File: config.mk
export PLATFORM = sky130hd
export DESIGN_NAME = tct_top
export DESIGN_NICKNAME = d
export VERILOG_FILES = /design/src/shared/tct_pkg.sv /design/src/shared/tct_req_if.sv /design/src/rtl/tct_addr_gen.sv /design/src/rtl/tct_req_buf.sv /design/src/rtl/tct_top.sv
export SDC_FILE = /design/constraint.sdc
export NUM_CORES = 1
export LEC_CHECK = 0
export BUFFER_PORTS_ARGS = -buffer_cell sky130_fd_sc_hd__clkbuf_2
export CAP_MARGIN = 30
export CORE_ASPECT_RATIO = 1.1
export CORE_MARGIN = 10
export CORE_UTILIZATION = 30
export CTS_CLUSTER_DIAMETER = 120
export DETAILED_ROUTE_END_ITERATION = 10
export GPL_TIMING_DRIVEN = 0
export HOLD_SLACK_MARGIN = 0.02
export SYNTH_ARGS = -nofsm -noshare
export SYNTH_HDL_FRONTEND = slang
export SYNTH_SLANG_ARGS = --single-unit
File: constraint.sdc
create_clock -name REF_CLK -period 4.6 [get_ports REF_CLK]
set_input_delay 0.46 -clock REF_CLK [delete_from_list [all_inputs] [get_ports REF_CLK]]
set_output_delay 0.46 -clock REF_CLK [all_outputs]
set_load 0.005 [all_outputs]
File: src/shared/tct_pkg.sv
// constants shared by the table code translate unit
package tct_pkg;
  // ---------------------------------------------------------------
  // widths
  // ---------------------------------------------------------------
  localparam int CHAR_W = 8;
  localparam int ADDR_W = 14;
  localparam int REQ_W = 1 + ADDR_W + CHAR_W;
  localparam int BUF_DEPTH = 2;
  // ---------------------------------------------------------------
  // character bit positions
  // ---------------------------------------------------------------
  localparam int BIT_1 = 0;
  localparam int BIT_2 = 1;
  localparam int BIT_4 = 2;
  localparam int BIT_8 = 3;
  localparam int BIT_A = 4;
  localparam int BIT_B = 5;
  localparam int BIT_C = 6;
  localparam int BIT_WM = 7;
  // ---------------------------------------------------------------
  // operation and modifier codes
  // ---------------------------------------------------------------
  // translate: C-A-2-1-WM
  localparam logic [CHAR_W-1:0] OP_XLAT = 8'hd3;
  // load record: B-4-2-1-WM
  localparam logic [CHAR_W-1:0] OP_LOAD = 8'ha7;
  // modifier 8-4-2
  localparam logic [CHAR_W-1:0] MOD_842 = 8'h0e;
  // group mark: B-A-8-4-2-1, check bit ignored
  localparam logic [5:0] GM_BITS = 6'h3f;
  // ---------------------------------------------------------------
  // decimal address steps
  // ---------------------------------------------------------------
  localparam logic [ADDR_W-1:0] STEP_ONE = 14'h0001;
  localparam logic [ADDR_W-1:0] STEP_TEN = 14'h000a;
  localparam logic [ADDR_W-1:0] STEP_HUNDRED = 14'h0064;
  localparam logic [ADDR_W-1:0] ADDR_RESET = 14'h0000;
  localparam logic [CHAR_W-1:0] CHAR_RESET = 8'h00;
endpackage

File: src/shared/tct_req_if.sv
// storage request channel between sequencer and request buffer
`timescale 1ns/1ps
`default_nettype none
interface tct_req_if;
  logic valid;
  logic ready;
  logic we;
  logic [tct_pkg::ADDR_W-1:0] addr;
  logic [tct_pkg::CHAR_W-1:0] wdata;
  modport src (output valid, output we, output addr, output wdata,
    input ready);
  modport snk (input valid, input we, input addr, input wdata,
    output ready);
endinterface
`default_nettype wire

File: src/rtl/tct_addr_gen.sv
// table address generation from a record character
`timescale 1ns/1ps
`default_nettype none
module tct_addr_gen (
  // character and table base
  input wire logic [tct_pkg::CHAR_W-1:0] chr,
  input wire logic [tct_pkg::ADDR_W-1:0] base,
  input wire logic use_wm,
  // generated address
  output logic [tct_pkg::ADDR_W-1:0] tab_addr
);
  logic [2:0] units;
  logic [2:0] tens;
  logic [tct_pkg::ADDR_W-1:0] hund;

  always_comb begin
    units = {chr[tct_pkg::BIT_4], chr[tct_pkg::BIT_2], chr[tct_pkg::BIT_1]};
    tens = {chr[tct_pkg::BIT_B], chr[tct_pkg::BIT_A], chr[tct_pkg::BIT_8]};
    hund = (use_wm && chr[tct_pkg::BIT_WM]) ? tct_pkg::STEP_HUNDRED
      : tct_pkg::ADDR_RESET;
    // base hundreds kept, low digits formed
    // three-bit digits never reach 8 or 9
    tab_addr = base + hund
      + tct_pkg::ADDR_W'(tens) * tct_pkg::STEP_TEN
      + tct_pkg::ADDR_W'(units);
  end
endmodule
`default_nettype wire

File: src/rtl/tct_req_buf.sv
// shift buffer for storage requests; head entry drives the pins
`timescale 1ns/1ps
`default_nettype none
module tct_req_buf #(
  parameter int WIDTH = tct_pkg::REQ_W,
  parameter int DEPTH = tct_pkg::BUF_DEPTH
) (
  // clock and reset
  input wire logic clk,
  input wire logic rst_n,
  // filling side
  tct_req_if.snk in_ch,
  // draining side
  output logic out_valid,
  output logic [WIDTH-1:0] out_data,
  input wire logic out_ready
);
  localparam int CNT_W = $clog2(DEPTH + 1);
  logic [WIDTH-1:0] ent_reg [DEPTH];
  logic [WIDTH-1:0] ent_next [DEPTH];
  logic [CNT_W-1:0] cnt_reg;
  logic [CNT_W-1:0] cnt_next;
  logic [CNT_W-1:0] wr_idx;
  logic valid_reg;
  logic push;
  logic pop;

  assign in_ch.ready = (cnt_reg != CNT_W'(DEPTH));
  assign push = in_ch.valid && in_ch.ready;
  assign pop = valid_reg && out_ready;
  assign wr_idx = pop ? cnt_reg - CNT_W'(1) : cnt_reg;
  assign out_valid = valid_reg;
  assign out_data = ent_reg[0];

  always_comb begin
    cnt_next = cnt_reg + CNT_W'(push) - CNT_W'(pop);
  end

  // ---------------------------------------------------------------
  // entries shift toward the head on each drain
  // ---------------------------------------------------------------
  for (genvar i = 0; i < DEPTH; i++) begin : g_ent
    always_comb begin
      ent_next[i] = ent_reg[i];
      if (pop && i + 1 < DEPTH) begin
        ent_next[i] = ent_reg[(i + 1) % DEPTH];
      end
      if (push && wr_idx == CNT_W'(i)) begin
        ent_next[i] = {in_ch.we, in_ch.addr, in_ch.wdata};
      end
    end
    always_ff @(posedge clk or negedge rst_n) begin
      if (!rst_n) begin
        ent_reg[i] <= '0;
      end else begin
        ent_reg[i] <= ent_next[i];
      end
    end
  end

  always_ff @(posedge clk or negedge rst_n) begin
    if (!rst_n) begin
      cnt_reg <= '0;
      valid_reg <= 1'b0;
    end else begin
      cnt_reg <= cnt_next;
      valid_reg <= (cnt_next != '0);
    end
  end
endmodule
`default_nettype wire

File: src/rtl/tct_top.sv
// translate and load record sequencer on core storage
`timescale 1ns/1ps
`default_nettype none
// Notes on behaviour
// - one instruction walks record upward, stops GM-WM
// - load record copies through GM-WM, marks included
// - translate op C-A-2-1-WM, modifier 8-4-2
// - with-mark variant uses 64 or 128 entries
// - generated low digits never 8 or 9
// - mark variant: table character and mark overwrite record
// - mark variant: record word mark joins address forming
// - translate can be interrupted between characters
// - table base address never indexed
// - no-modifier variant uses small table only
// - no-mark variant keeps record word marks
// - table is only read, never written
// - address keeps hundreds, bits form low digits
// - units from 1-2-4, tens from 8-A-B
// - mark variant: word mark adds one to hundreds
// - three storage cycles per translated character, two per load record character
module tct_top (
  // clock and reset
  input wire logic REF_CLK,
  input wire logic RSTN,
  // instruction issue
  input wire logic START,
  input wire logic [tct_pkg::CHAR_W-1:0] OP_CHAR,
  input wire logic D_PRESENT,
  input wire logic [tct_pkg::CHAR_W-1:0] D_CHAR,
  input wire logic [tct_pkg::ADDR_W-1:0] A_ADDR,
  input wire logic [tct_pkg::ADDR_W-1:0] A_INDEX,
  input wire logic [tct_pkg::ADDR_W-1:0] B_ADDR,
  input wire logic INT_REQ,
  // core storage
  output logic MEM_REQ,
  output logic MEM_WE,
  output logic [tct_pkg::ADDR_W-1:0] MEM_ADDR,
  output logic [tct_pkg::CHAR_W-1:0] MEM_WDATA,
  input wire logic MEM_READY,
  input wire logic MEM_RVALID,
  input wire logic [tct_pkg::CHAR_W-1:0] MEM_RDATA,
  // status
  output logic BUSY,
  output logic DONE,
  output logic INTERRUPTED,
  output logic BAD_OP,
  output logic [tct_pkg::ADDR_W-1:0] NEXT_A_ADDR,
  output logic [tct_pkg::ADDR_W-1:0] NEXT_B_ADDR
);
  typedef enum logic [6:0] {
    ST_IDLE   = 7'b0000001,
    ST_RD_SRC = 7'b0000010,
    ST_WT_SRC = 7'b0000100,
    ST_RD_TAB = 7'b0001000,
    ST_WT_TAB = 7'b0010000,
    ST_WR_SRC = 7'b0100000,
    ST_WR_DST = 7'b1000000
  } tct_state_t;
  tct_state_t state_reg, state_next;
  logic xlat_reg, xlat_next;
  logic with_wm_reg, with_wm_next;
  logic [tct_pkg::ADDR_W-1:0] a_ptr_reg, a_ptr_next;
  logic [tct_pkg::ADDR_W-1:0] b_ptr_reg, b_ptr_next;
  logic [tct_pkg::ADDR_W-1:0] tab_addr_reg, tab_addr_next;
  logic [tct_pkg::CHAR_W-1:0] chr_reg, chr_next;
  logic [tct_pkg::CHAR_W-1:0] tab_reg, tab_next;
  logic done_reg, done_next;
  logic intr_reg, intr_next;
  logic bad_reg, bad_next;
  logic busy_reg, busy_next;
  logic [tct_pkg::ADDR_W-1:0] gen_addr;
  logic [tct_pkg::CHAR_W-1:0] rd_chr;
  logic rd_gmwm;
  logic op_is_xlat;
  logic op_is_load;
  logic mod_ok;
  tct_req_if req ();

  // ---------------------------------------------------------------
  // address generation and request buffer
  // ---------------------------------------------------------------
  tct_addr_gen u_gen (
    .chr(rd_chr),
    .base(b_ptr_reg),
    .use_wm(with_wm_reg),
    .tab_addr(gen_addr)
  );

  // a stalled storage port backs up here before the sequencer waits
  tct_req_buf u_buf (
    .clk(REF_CLK),
    .rst_n(RSTN),
    .in_ch(req),
    .out_valid(MEM_REQ),
    .out_data({MEM_WE, MEM_ADDR, MEM_WDATA}),
    .out_ready(MEM_READY)
  );

  assign rd_chr = MEM_RDATA;
  // group mark compare ignores the check bit
  assign rd_gmwm = rd_chr[tct_pkg::BIT_WM]
    && (rd_chr[5:0] == tct_pkg::GM_BITS);
  assign op_is_xlat = (OP_CHAR == tct_pkg::OP_XLAT);
  assign op_is_load = (OP_CHAR == tct_pkg::OP_LOAD);
  assign mod_ok = D_PRESENT && (D_CHAR == tct_pkg::MOD_842);

  // ---------------------------------------------------------------
  // sequencer
  // ---------------------------------------------------------------
  always_comb begin
    state_next = state_reg;
    xlat_next = xlat_reg;
    with_wm_next = with_wm_reg;
    a_ptr_next = a_ptr_reg;
    b_ptr_next = b_ptr_reg;
    tab_addr_next = tab_addr_reg;
    chr_next = chr_reg;
    tab_next = tab_reg;
    done_next = 1'b0;
    intr_next = 1'b0;
    bad_next = 1'b0;
    req.valid = 1'b0;
    req.we = 1'b0;
    req.addr = a_ptr_reg;
    req.wdata = tab_reg;
    case (state_reg)
      ST_IDLE: begin
        if (START) begin
          // no modifier means no-mark variant, small table
          // modifier 8-4-2 means mark variant, up to 128 entries
          xlat_next = op_is_xlat;
          with_wm_next = op_is_xlat && mod_ok;
          a_ptr_next = A_ADDR + A_INDEX;
          b_ptr_next = B_ADDR;
          if ((op_is_xlat && (mod_ok || !D_PRESENT))
              || (op_is_load && mod_ok)) begin
            state_next = ST_RD_SRC;
          end else begin
            bad_next = 1'b1;
          end
        end
      end
      ST_RD_SRC: begin
        // first cycle reads the record character
        req.valid = 1'b1;
        if (req.ready) begin
          state_next = ST_WT_SRC;
        end
      end
      ST_WT_SRC: begin
        if (MEM_RVALID) begin
          chr_next = rd_chr;
          tab_addr_next = gen_addr;
          if (!xlat_reg) begin
            state_next = ST_WR_DST;
          end else if (rd_gmwm) begin
            // end here, nothing fetched from the table
            done_next = 1'b1;
            state_next = ST_IDLE;
          end else begin
            state_next = ST_RD_TAB;
          end
        end
      end
      ST_RD_TAB: begin
        // second cycle reads the table entry
        req.valid = 1'b1;
        req.addr = tab_addr_reg;
        if (req.ready) begin
          state_next = ST_WT_TAB;
        end
      end
      ST_WT_TAB: begin
        if (MEM_RVALID) begin
          tab_next = MEM_RDATA;
          state_next = ST_WR_SRC;
        end
      end
      ST_WR_SRC: begin
        // third cycle writes back over the record
        // mark variant: entry with its mark replaces the character
        req.valid = 1'b1;
        req.we = 1'b1;
        // no-mark variant keeps the record's own mark
        req.wdata = with_wm_reg ? tab_reg
          : {chr_reg[tct_pkg::BIT_WM], tab_reg[6:0]};
        if (req.ready) begin
          // step upward to the next position
          a_ptr_next = a_ptr_reg + tct_pkg::STEP_ONE;
          // stop at a character boundary, resumable
          if (INT_REQ) begin
            intr_next = 1'b1;
            state_next = ST_IDLE;
          end else begin
            state_next = ST_RD_SRC;
          end
        end
      end
      ST_WR_DST: begin
        // whole character replaces destination and its mark
        req.valid = 1'b1;
        req.we = 1'b1;
        req.addr = b_ptr_reg;
        req.wdata = chr_reg;
        if (req.ready) begin
          a_ptr_next = a_ptr_reg + tct_pkg::STEP_ONE;
          b_ptr_next = b_ptr_reg + tct_pkg::STEP_ONE;
          // terminating group mark is copied, then stop
          if (chr_reg[tct_pkg::BIT_WM]
              && chr_reg[5:0] == tct_pkg::GM_BITS) begin
            done_next = 1'b1;
            state_next = ST_IDLE;
          end else begin
            state_next = ST_RD_SRC;
          end
        end
      end
      default: state_next = ST_IDLE;
    endcase
    busy_next = (state_next != ST_IDLE);
  end
  always_ff @(posedge REF_CLK or negedge RSTN) begin
    if (!RSTN) begin
      state_reg <= ST_IDLE;
      xlat_reg <= 1'b0;
      with_wm_reg <= 1'b0;
      a_ptr_reg <= tct_pkg::ADDR_RESET;
      b_ptr_reg <= tct_pkg::ADDR_RESET;
      tab_addr_reg <= tct_pkg::ADDR_RESET;
      chr_reg <= tct_pkg::CHAR_RESET;
      tab_reg <= tct_pkg::CHAR_RESET;
      done_reg <= 1'b0;
      intr_reg <= 1'b0;
      bad_reg <= 1'b0;
      busy_reg <= 1'b0;
    end else begin
      state_reg <= state_next;
      xlat_reg <= xlat_next;
      with_wm_reg <= with_wm_next;
      a_ptr_reg <= a_ptr_next;
      b_ptr_reg <= b_ptr_next;
      tab_addr_reg <= tab_addr_next;
      chr_reg <= chr_next;
      tab_reg <= tab_next;
      done_reg <= done_next;
      intr_reg <= intr_next;
      bad_reg <= bad_next;
      busy_reg <= busy_next;
    end
  end
  assign BUSY = busy_reg;
  assign DONE = done_reg;
  assign INTERRUPTED = intr_reg;
  assign BAD_OP = bad_reg;
  assign NEXT_A_ADDR = a_ptr_reg;
  assign NEXT_B_ADDR = b_ptr_reg;
endmodule
`default_nettype wire

---- Word-level counts from Yosys, hierarchy flattened ----
Index checks and enable logic that the tools add are counted.
operators by class
  equal/unequal tests ..................... 18
  $add $sub $neg .......................... 9
  magnitude comparators ................... 0
  bitwise operators ....................... 0
  muxes and demuxes ....................... 40
  shift operators ......................... 0
  divide/modulo/power cells ............... 0
  multiply operators ...................... 1
  reduce and logical (&&, ||, !) cells .... 26
operators by type and width
  operator                 count
  $pmux W14 S2             3
  $mux W7                  10
  $mux W14                 4
  $pmux W7 S7              1
  $mux W23                 2
  $add A14 B1 Y14 const B  2
  $add A14 B14 Y14         2
  $eq A8 B8 Y1 const B     2
  $pmux W8 S2              1
  $add A14 B3 Y14          1
  $add A14 B7 Y14          1
  $mux W1                  13
  $eq A6 B6 Y1 const B     2
  $logic_and A1 B1 Y1      11
  $eq A8 B4 Y1 const B     1
  $mux W8                  1
  $reduce_bool A2 Y1       4
  $eq A7 B1 Y1 const B     1
  $eq A7 B2 Y1 const B     1
  $eq A7 B3 Y1 const B     1
  $eq A7 B4 Y1 const B     1
  $eq A7 B5 Y1 const B     1
  $eq A7 B6 Y1 const B     1
  $eq A7 B7 Y1 const B     1
  18 further kinds         26
storage, ports and cells
  ROM bits ................................ 0
  RAM bits ................................ 0
  register bits ........................... 120
  bits in latches ......................... 0
  output and inout bits ................... 56
  bits of input ports ..................... 73
  word-level logic and storage cells ...... 110
  memories kept ........................... 0

---- Longest topological paths before layout ----
Gate-level depths: netlist of run 1.
  word-level depth ........................ 9
  mapped depth ............................ 14
  depth with buffers taken out ............ 14

---- Modules after synthesis ----
A second synthesis of run 1 with hierarchy kept.
unflattened totals
  cell total of the unflattened synthesis .. 839
  area total of the unflattened synthesis .. 7459.7 um2
modules (own cells, without submodules)
  module        seq. area each (um2)  times used  area each (um2)  cells an instance
  tct_top       1778.0                1           4538.1           571
  tct_req_buf   1226.2                1           2239.6           198
  tct_addr_gen  0.0                   1           681.9            70

---- Least setup slack after synthesis of run 1 ----
Ideal clock, no wire load.
  path type ............................... in2reg
  start point ............................. in MEM_RDATA[2] in the netlist's numbering
  end point ............................... reg tab_addr_reg[12] in the netlist's numbering
  arrival ................................. 3.206 ns
  setup time .............................. 0.082 ns
  path buffers ............................ 0
  data required time ...................... 4.518 ns
  stages on the path ...................... 13
  slack ................................... 1.312 ns
  cells stage by stage .................... inv_1 fa_1 fa_1 inv_1 ha_1 inv_1 fa_1 nor2b_1 o21ai_0 a21boi_0 o211ai_1 or3_1 a31oi_1
between the ends
  cells in the longest elaborated chain, start to end .. 1
RTL lines
  element                 RTL line            RTL
  start: declaration      tct_top.sv:41       input wire logic [tct_pkg::CHAR_W-1:0] MEM_RDATA,
  $add A14 B3 Y14         tct_addr_gen.sv:25  + tct_pkg::ADDR_W'(units);
  end signal: assignment  tct_top.sv:229      tab_addr_reg <= tct_pkg::ADDR_RESET;
  end signal: assignment  tct_top.sv:242      tab_addr_reg <= tab_addr_next;
  end: declaration        tct_top.sv:64       logic [tct_pkg::ADDR_W-1:0] tab_addr_reg, tab_addr_next;
Every way passes these cells.
A chain may end at the register's enable or synchronous reset.

---- Worst setup path after layout of run 1 ----
  start point ............................. reg b_ptr_reg, in the netlist NEXT_B_ADDR[2]
  end point ............................... reg tab_addr_reg[12] in the netlist's numbering
between the ends
  cells in the longest elaborated chain, start to end .. 3
RTL lines
  element                   RTL line            RTL
  start: declaration        tct_top.sv:63       logic [tct_pkg::ADDR_W-1:0] b_ptr_reg, b_ptr_next;
  start signal: assignment  tct_top.sv:228      b_ptr_reg <= tct_pkg::ADDR_RESET;
  start signal: assignment  tct_top.sv:241      b_ptr_reg <= b_ptr_next;
  $add A14 B14 Y14          tct_addr_gen.sv:23  tab_addr = base + hund
  $add A14 B7 Y14           tct_addr_gen.sv:24  + tct_pkg::ADDR_W'(tens) * tct_pkg::STEP_TEN
  $add A14 B3 Y14           tct_addr_gen.sv:25
Every way passes these cells.

==> flow_metrics.tcl, run 1 <==
set metrics [dict create \
    finalHoldViolations 0 \
    syn_inst 819 \
    final_util 0.3714 \
    outcome "finished, final reports clean" \
    synth_area_leader_cell "dfrtp_1" \
    grt_start_max_net_pins 65 \
    switching_share 0.3088 \
    clk_pin_slew_worst_paths_ns 0.06 \
    clockBufferDepth 2 \
    clkLatencyLatePin_ns 0.43 \
    p_sw_mw 0.9927 \
    place.gp.congestion 0.8608 \
    rsz0062_at_grt "no" \
    numPortBuffers 128 \
    rr_startpoint "NEXT_B_ADDR[2]" \
    cts-root-buf "clkbuf_16" \
    antenna_found_initial 0 \
    drt_pre_antenna_iters 5 \
    via_count 6576 \
    fp.dieArea_sq_um 31320 \
    worstSetupPathType "reg -> reg" \
    synth_most_common_cell "nand2_1" \
    cts-hold-fix-buffers 0 \
    grt_pass1_wl_um 34660 \
    powerDensity_nw_per_um2 354.7 \
    ys_top_cells_by_count "nand2_1 (129), dfrtp_1 (119), o21ai_0 (81), a21oi_1 (67), nor2_1 (44)" \
    path_max_fanout 5 \
    hold_slack_ns 0.003473 \
    tritoncts "done" \
    drtIter0Drc 361 \
    tns_ns 0 \
    worstSetupStartpoint "NEXT_B_ADDR[2]" \
    p_int_mw 2.221 \
    vias_per_cell 5.098 \
    cts_buffers 17 \
    antenna_cells 0 \
    htree_levels 4 \
    syn_avg_cell_area_sq_um 9.024 \
    placementRows 60 \
    die_h_um 184.6 \
    area_delta_synth_final_pct 22.62 \
    slew_headroom 0.5589 \
    cts_resized 0 \
    nets 1084 \
    hold_path_class "in -> async" \
    drc_errors 0 \
    clkPwrFrac 0.425 \
    start_util 0.3029 \
    yosys_warnings 0 \
    timing.fmax_mhz 281.7 \
    fin_crit_sh 0.7716 \
    grt_pass1_vias 6459 \
    die_w_um 169.7 \
    wl_per_cell_um 17.24 \
    cts.sinks 120 \
    synth_cell_type_count 71 \
    worstPathArrival_ns 3.90 \
    pwr-share-comb 0.200 \
    async_reset_ff_frac 1.000 \
    cellLeakagePower_nw 4.304 \
    syn_nets 936 \
    stdcell_count 1290 \
    finalSetupViolations 0 \
    slew_violations 0 \
    drt-total-wl_um 22240 \
    detail-route-antenna-nets 0 \
    ys_top_cells_by_area "dfrtp_1 (40%), nand2_1 (6.6%), ha_1 (6.3%)" \
    io_pins 129 \
    dp_hpwl_um 17100 \
    synth_edf_count 0 \
    core_area_sq_um 24400 \
    place_inst 1258 \
    ys.flop_type "dfrtp_1" \
    maxCapViolCount 0 \
    critPathLaunchType "flip-flop" \
    post_cts_buffers 0 \
    synth-seq-cells 120 \
    crit_required_ns 4.95 \
    grt_usage 0.1406 \
    skew_ns 0.007335 \
    yosysSeqAreaShare 0.4065 \
    grt_overflow 0 \
    p_seq_frac 0.374 \
    worst_slew_pin_slew_ns 0.6616 \
    synth.top_cell.area_share 0.4029 \
    cp-end-kind "flip-flop" \
    layout-drive-gt1-share 0.2622 \
    period_needed_ns 3.549 \
    netlist_area_sq_um 7391 \
    ir_worst_vdd_mv 0.2382 \
]
[cells by family after synthesis]
kind of cell             share of synthesized area
buffers and inverters                      0.06399
multiplexers                               0.06044
adder cells (fa/ha/maj)                    0.08160
AO/OA/AOI/OAI                               0.1791
XOR/XNOR                                   0.02488
flip-flops                                  0.4065
AND/OR/NAND/NOR                             0.1835
[layout make-up]
class	instances	area [sq um]
Fill cell	2480	15340
Buffer	60	356.6
Sequential cell	120	3004
Clock inverter	12	140.1
Timing Repair Buffer	129	676.9
Inverter	31	116.4
Clock buffer	20	466.7
Multi-Input combinational cell	608	3914
Tap cell	310	387.9
[power by group through the flow]
stage	sequential, mW	clock [mW]	combinational [mW]
6_report	1.20	1.37	0.643
3_5_place_dp	1.22	0	0.644
4_1_cts	1.20	1.39	0.649
2_1_floorplan	1.19	0	0.404
5_1_grt	1.21	1.43	0.719
3_3_place_gp	1.22	0	0.632
[worst max-delay path, stage by stage (launching register included)]
cell and delay, ns:
dfrtp_1 0.42, inv_1 0.16, fa_1 0.46, fa_1 0.45, inv_1 0.06, ha_1 0.17, inv_1 0.06, fa_1 0.39
nor2b_1 0.12, o21ai_0 0.11, a21boi_0 0.35, o211ai_1 0.20, or3_1 0.35, a31oi_1 0.17
[per-stage QoR]
| stage | power (mW) | area [sq um] | setup slack (ns) |
|---|---|---|---|
| detailed placement | 1.864 | 8456 | 0.8624 |
| floorplan | 1.598 | 7391 | 1.312 |
| global placement | 1.853 | 8419 | 0.9124 |
| global route | 3.366 | 9062 | 0.7108 |
| finish | 3.214 | 9062 | 1.051 |
| CTS | 3.240 | 9062 | 1.019 |
[path summary, 6_finish.rpt]
path	end	slack, ns	cells past startpoint
hold / removal	u_buf.out_data[1]	0.003	1
min in group REF_CLK	chr_reg[6]	0.25	3
setup / recovery	tab_addr_reg[12]	1.05	13
max in group asynchronous	state_reg[0]	3.84	2
hold reg to reg	u_buf.ent_reg[5]	0.48	2
setup reg to reg	tab_addr_reg[12]	1.05	13
[cell usage in the layout, fill, tap and decap left out, drive strengths merged, types with 5 or more instances in the layout]
cell type,n
nand4b,7
a21oi,67
nor2,48
nand2,130
mux2i,12
xor2,10
dfrtp,119
nand3,22
o22ai,11
buf,46
nor3b,5
or2,5
o21ai,93
a31oi,7
a22o,8
nor2b,7
nor3,21
inv,34
nand4,12
clkbuf,163
xnor2,11
fa,7
mux2,29
ha,37
[metal layers]
metal / up-vias / part of all wire / routed length, um / track usage
met5: - / 0 / 0 / 0
met4: 0 / 0.017 / 369 / 0.04742
met3: 28 / 0.065 / 1444 / 0.03809
met2: 196 / 0.46 / 10180 / 0.2179
met1: 3172 / 0.46 / 10250 / 0.1846
li1: 3180 / - / - / -
Note: power is estimated with default switching activity, not from simulation.
==> inputs of run 2 (changes only) <==
- clock period: 4.6 -> 2.9 ns (I/O delays scaled with it)
==> run 2 against run 1 <==
Effect of this change:
- the run now ends with setup timing left
- register-to-register slack got worse by 1.2 ns
- via count rose by 1.2%
- critical path depth did not move
- flip-flop and latch count did not move
- non-clock buffer count rose by 11
- first-iteration DRC count rose by 25%
- clock power rose by 50%
- hold slack improved by 0.069 ns
- largest power group unchanged
==> flow_metrics.tcl, run 2 (same netlist as run 1, synthesis figures left out) <==
set metrics [dict create \
    outcome "finished, violations left" \
    violations "setup timing" \
    drtIter0Drc 452 \
    die_h_um 184.6 \
    cp-end-kind "flip-flop" \
    slew_headroom 0.5703 \
    period_needed_ns 3.097 \
    drt_pre_antenna_iters 5 \
    rr_startpoint "NEXT_B_ADDR[1]" \
    grt_overflow 0 \
    nets 1095 \
    slew_violations 0 \
    finalSetupViolations 3 \
    powerDensity_nw_per_um2 550.2 \
    worstSetupStartpoint "NEXT_B_ADDR[1]" \
    timing.fmax_mhz 322.9 \
    final_common_cell "nand2_1" \
    worstPathArrival_ns 3.45 \
    via_count 6655 \
    tritoncts "done" \
    hold_slack_ns 0.07258 \
    total_power_mw 5.050 \
    worstSetupPathType "reg -> reg" \
    area_delta_synth_final_pct 24.17 \
    cp_slowest_cell "dfrtp_2" \
    start_util 0.3029 \
    worst_slew_pin_slew_ns 0.6403 \
    drt-total-wl_um 22410 \
    drc_errors 0 \
    core_area_sq_um 24400 \
    grt_start_max_net_pins 88 \
    wl_per_cell_um 17.23 \
    grt_usage 0.1423 \
    ir_worst_vdd_mv 0.4014 \
    final_util 0.3762 \
    cts-root-buf "clkbuf_16" \
    grt_pass1_wl_um 35290 \
    die_w_um 169.7 \
    crit_top_cell "inv_2" \
    critPathLaunchType "flip-flop" \
    fp.dieArea_sq_um 31320 \
    htree_levels 4 \
    numPortBuffers 128 \
    crit_required_ns 3.25 \
    hold_start "MEM_RDATA[6]" \
    clk_pin_slew_worst_paths_ns 0.06 \
    fin_crit_sh 1.068 \
    dp_hpwl_um 17120 \
    path_max_fanout 5 \
    place_inst 1258 \
    clockBufferDepth 2 \
    crit_chain "fa_1 > inv_2 > fa_1 > inv_2 > ha_4 > inv_2 > fa_2 > nor2b_2 > o21ai_2 > a21boi_2 > o211ai_1 > or3_1 > a31oi_1" \
    layout_common_cells "nand2_1 (128), clkbuf_2 (127), dfrtp_1 (118)" \
    grt_pass1_vias 6529 \
    finalHoldViolations 0 \
    post-place-ws_ns -0.5656 \
    placementRows 60 \
    multi_input_area_sq_um 3976 \
    max_stage_delay_ns 0.47 \
    antenna_found_initial 0 \
    antenna_cells 0 \
    detail-route-antenna-nets 0 \
    clkLatencyLatePin_ns 0.43 \
    layout-drive-gt1-share 0.2856 \
    stdcell_count 1301 \
    cts.sinks 120 \
    cts_buffers 17 \
    final.setup.worst_slack_ns -0.1972 \
    maxCapViolCount 0 \
    io_pins 129 \
    vias_per_cell 5.115 \
    rsz0062_at_grt "yes" \
    fillCellCount 2484 \
    hold_path_class "in -> reg" \
    seqCellArea_sq_um 3005 \
    skew_ns 0.01317 \
    place.gp.congestion 0.8490 \
    cellLeakagePower_nw 4.340 \
]
run 2: final timing paths:
path,to,slack (ns),depth (start not counted)
max,tab_addr_reg[12],-0.20,13
min,chr_reg[6],0.07,3
max reg2reg,tab_addr_reg[12],-0.20,13
min reg2reg,tab_reg[4],0.48,2
max in group asynchronous,NEXT_B_ADDR[1],1.81,3
min in group asynchronous,u_buf.out_data[12],0.34,2
run 2: through the flow:
step           cell area (sq um)  setup TNS [ns]
2_1_floorplan               7393         -0.1546
3_3_place_gp                8422          -60.55
3_5_place_dp                8458          -2.594
4_1_cts                     9102         -0.5851
5_1_grt                     9178         -0.8462
6_report                    9178         -0.2905
run 2: what timing repair did:
item | CTS | global route
pin swaps | 5 | 11
hold buffers | 1 | 0
setup endpoints to repair | 5 | 6
buffers inserted | 5 | 5
resized for setup | 9 | 9
endpoints found under the hold margin | 33 | 0
run 2: layout make-up:
cell class	instances	share of cell area
Buffer	60	0.03885
Clock buffer	19	0.04935
Clock inverter	13	0.01309
Inverter	31	0.01268
Multi-Input combinational cell	608	0.4333
Sequential cell	120	0.3275
Tap cell	310	0.04226
Timing Repair Buffer	140	0.08303
run 2: critical path: cells and delay by family (launching register included):
kind                     cells  cell delay [ns]
buffers and inverters        3             0.19
AND/OR/NAND/NOR              2             0.52
adder cells (fa/ha/maj)      4             1.28
flip-flops                   1             0.47
AO/OA/AOI/OAI                4             0.56
run 2: report_power, final:
part | leakage [nW] | total, mW | switching, mW | internal [mW]
Combinational | 2.48 | 1.09 | 0.625 | 0.466
Sequential | 1.59 | 1.91 | 0.144 | 1.76
Clock | 0.264 | 2.05 | 0.825 | 1.23
run 2: routing by layer:
| metal | GRT usage | up-vias | share of wire |
|---|---|---|---|
| li1 | - | 3220 | - |
| met2 | 0.2176 | 210 | 0.46 |
| met3 | 0.04087 | 24 | 0.068 |
| met1 | 0.1911 | 3201 | 0.45 |
| met4 | 0.03899 | 0 | 0.015 |
| met5 | 0 | - | 0 |
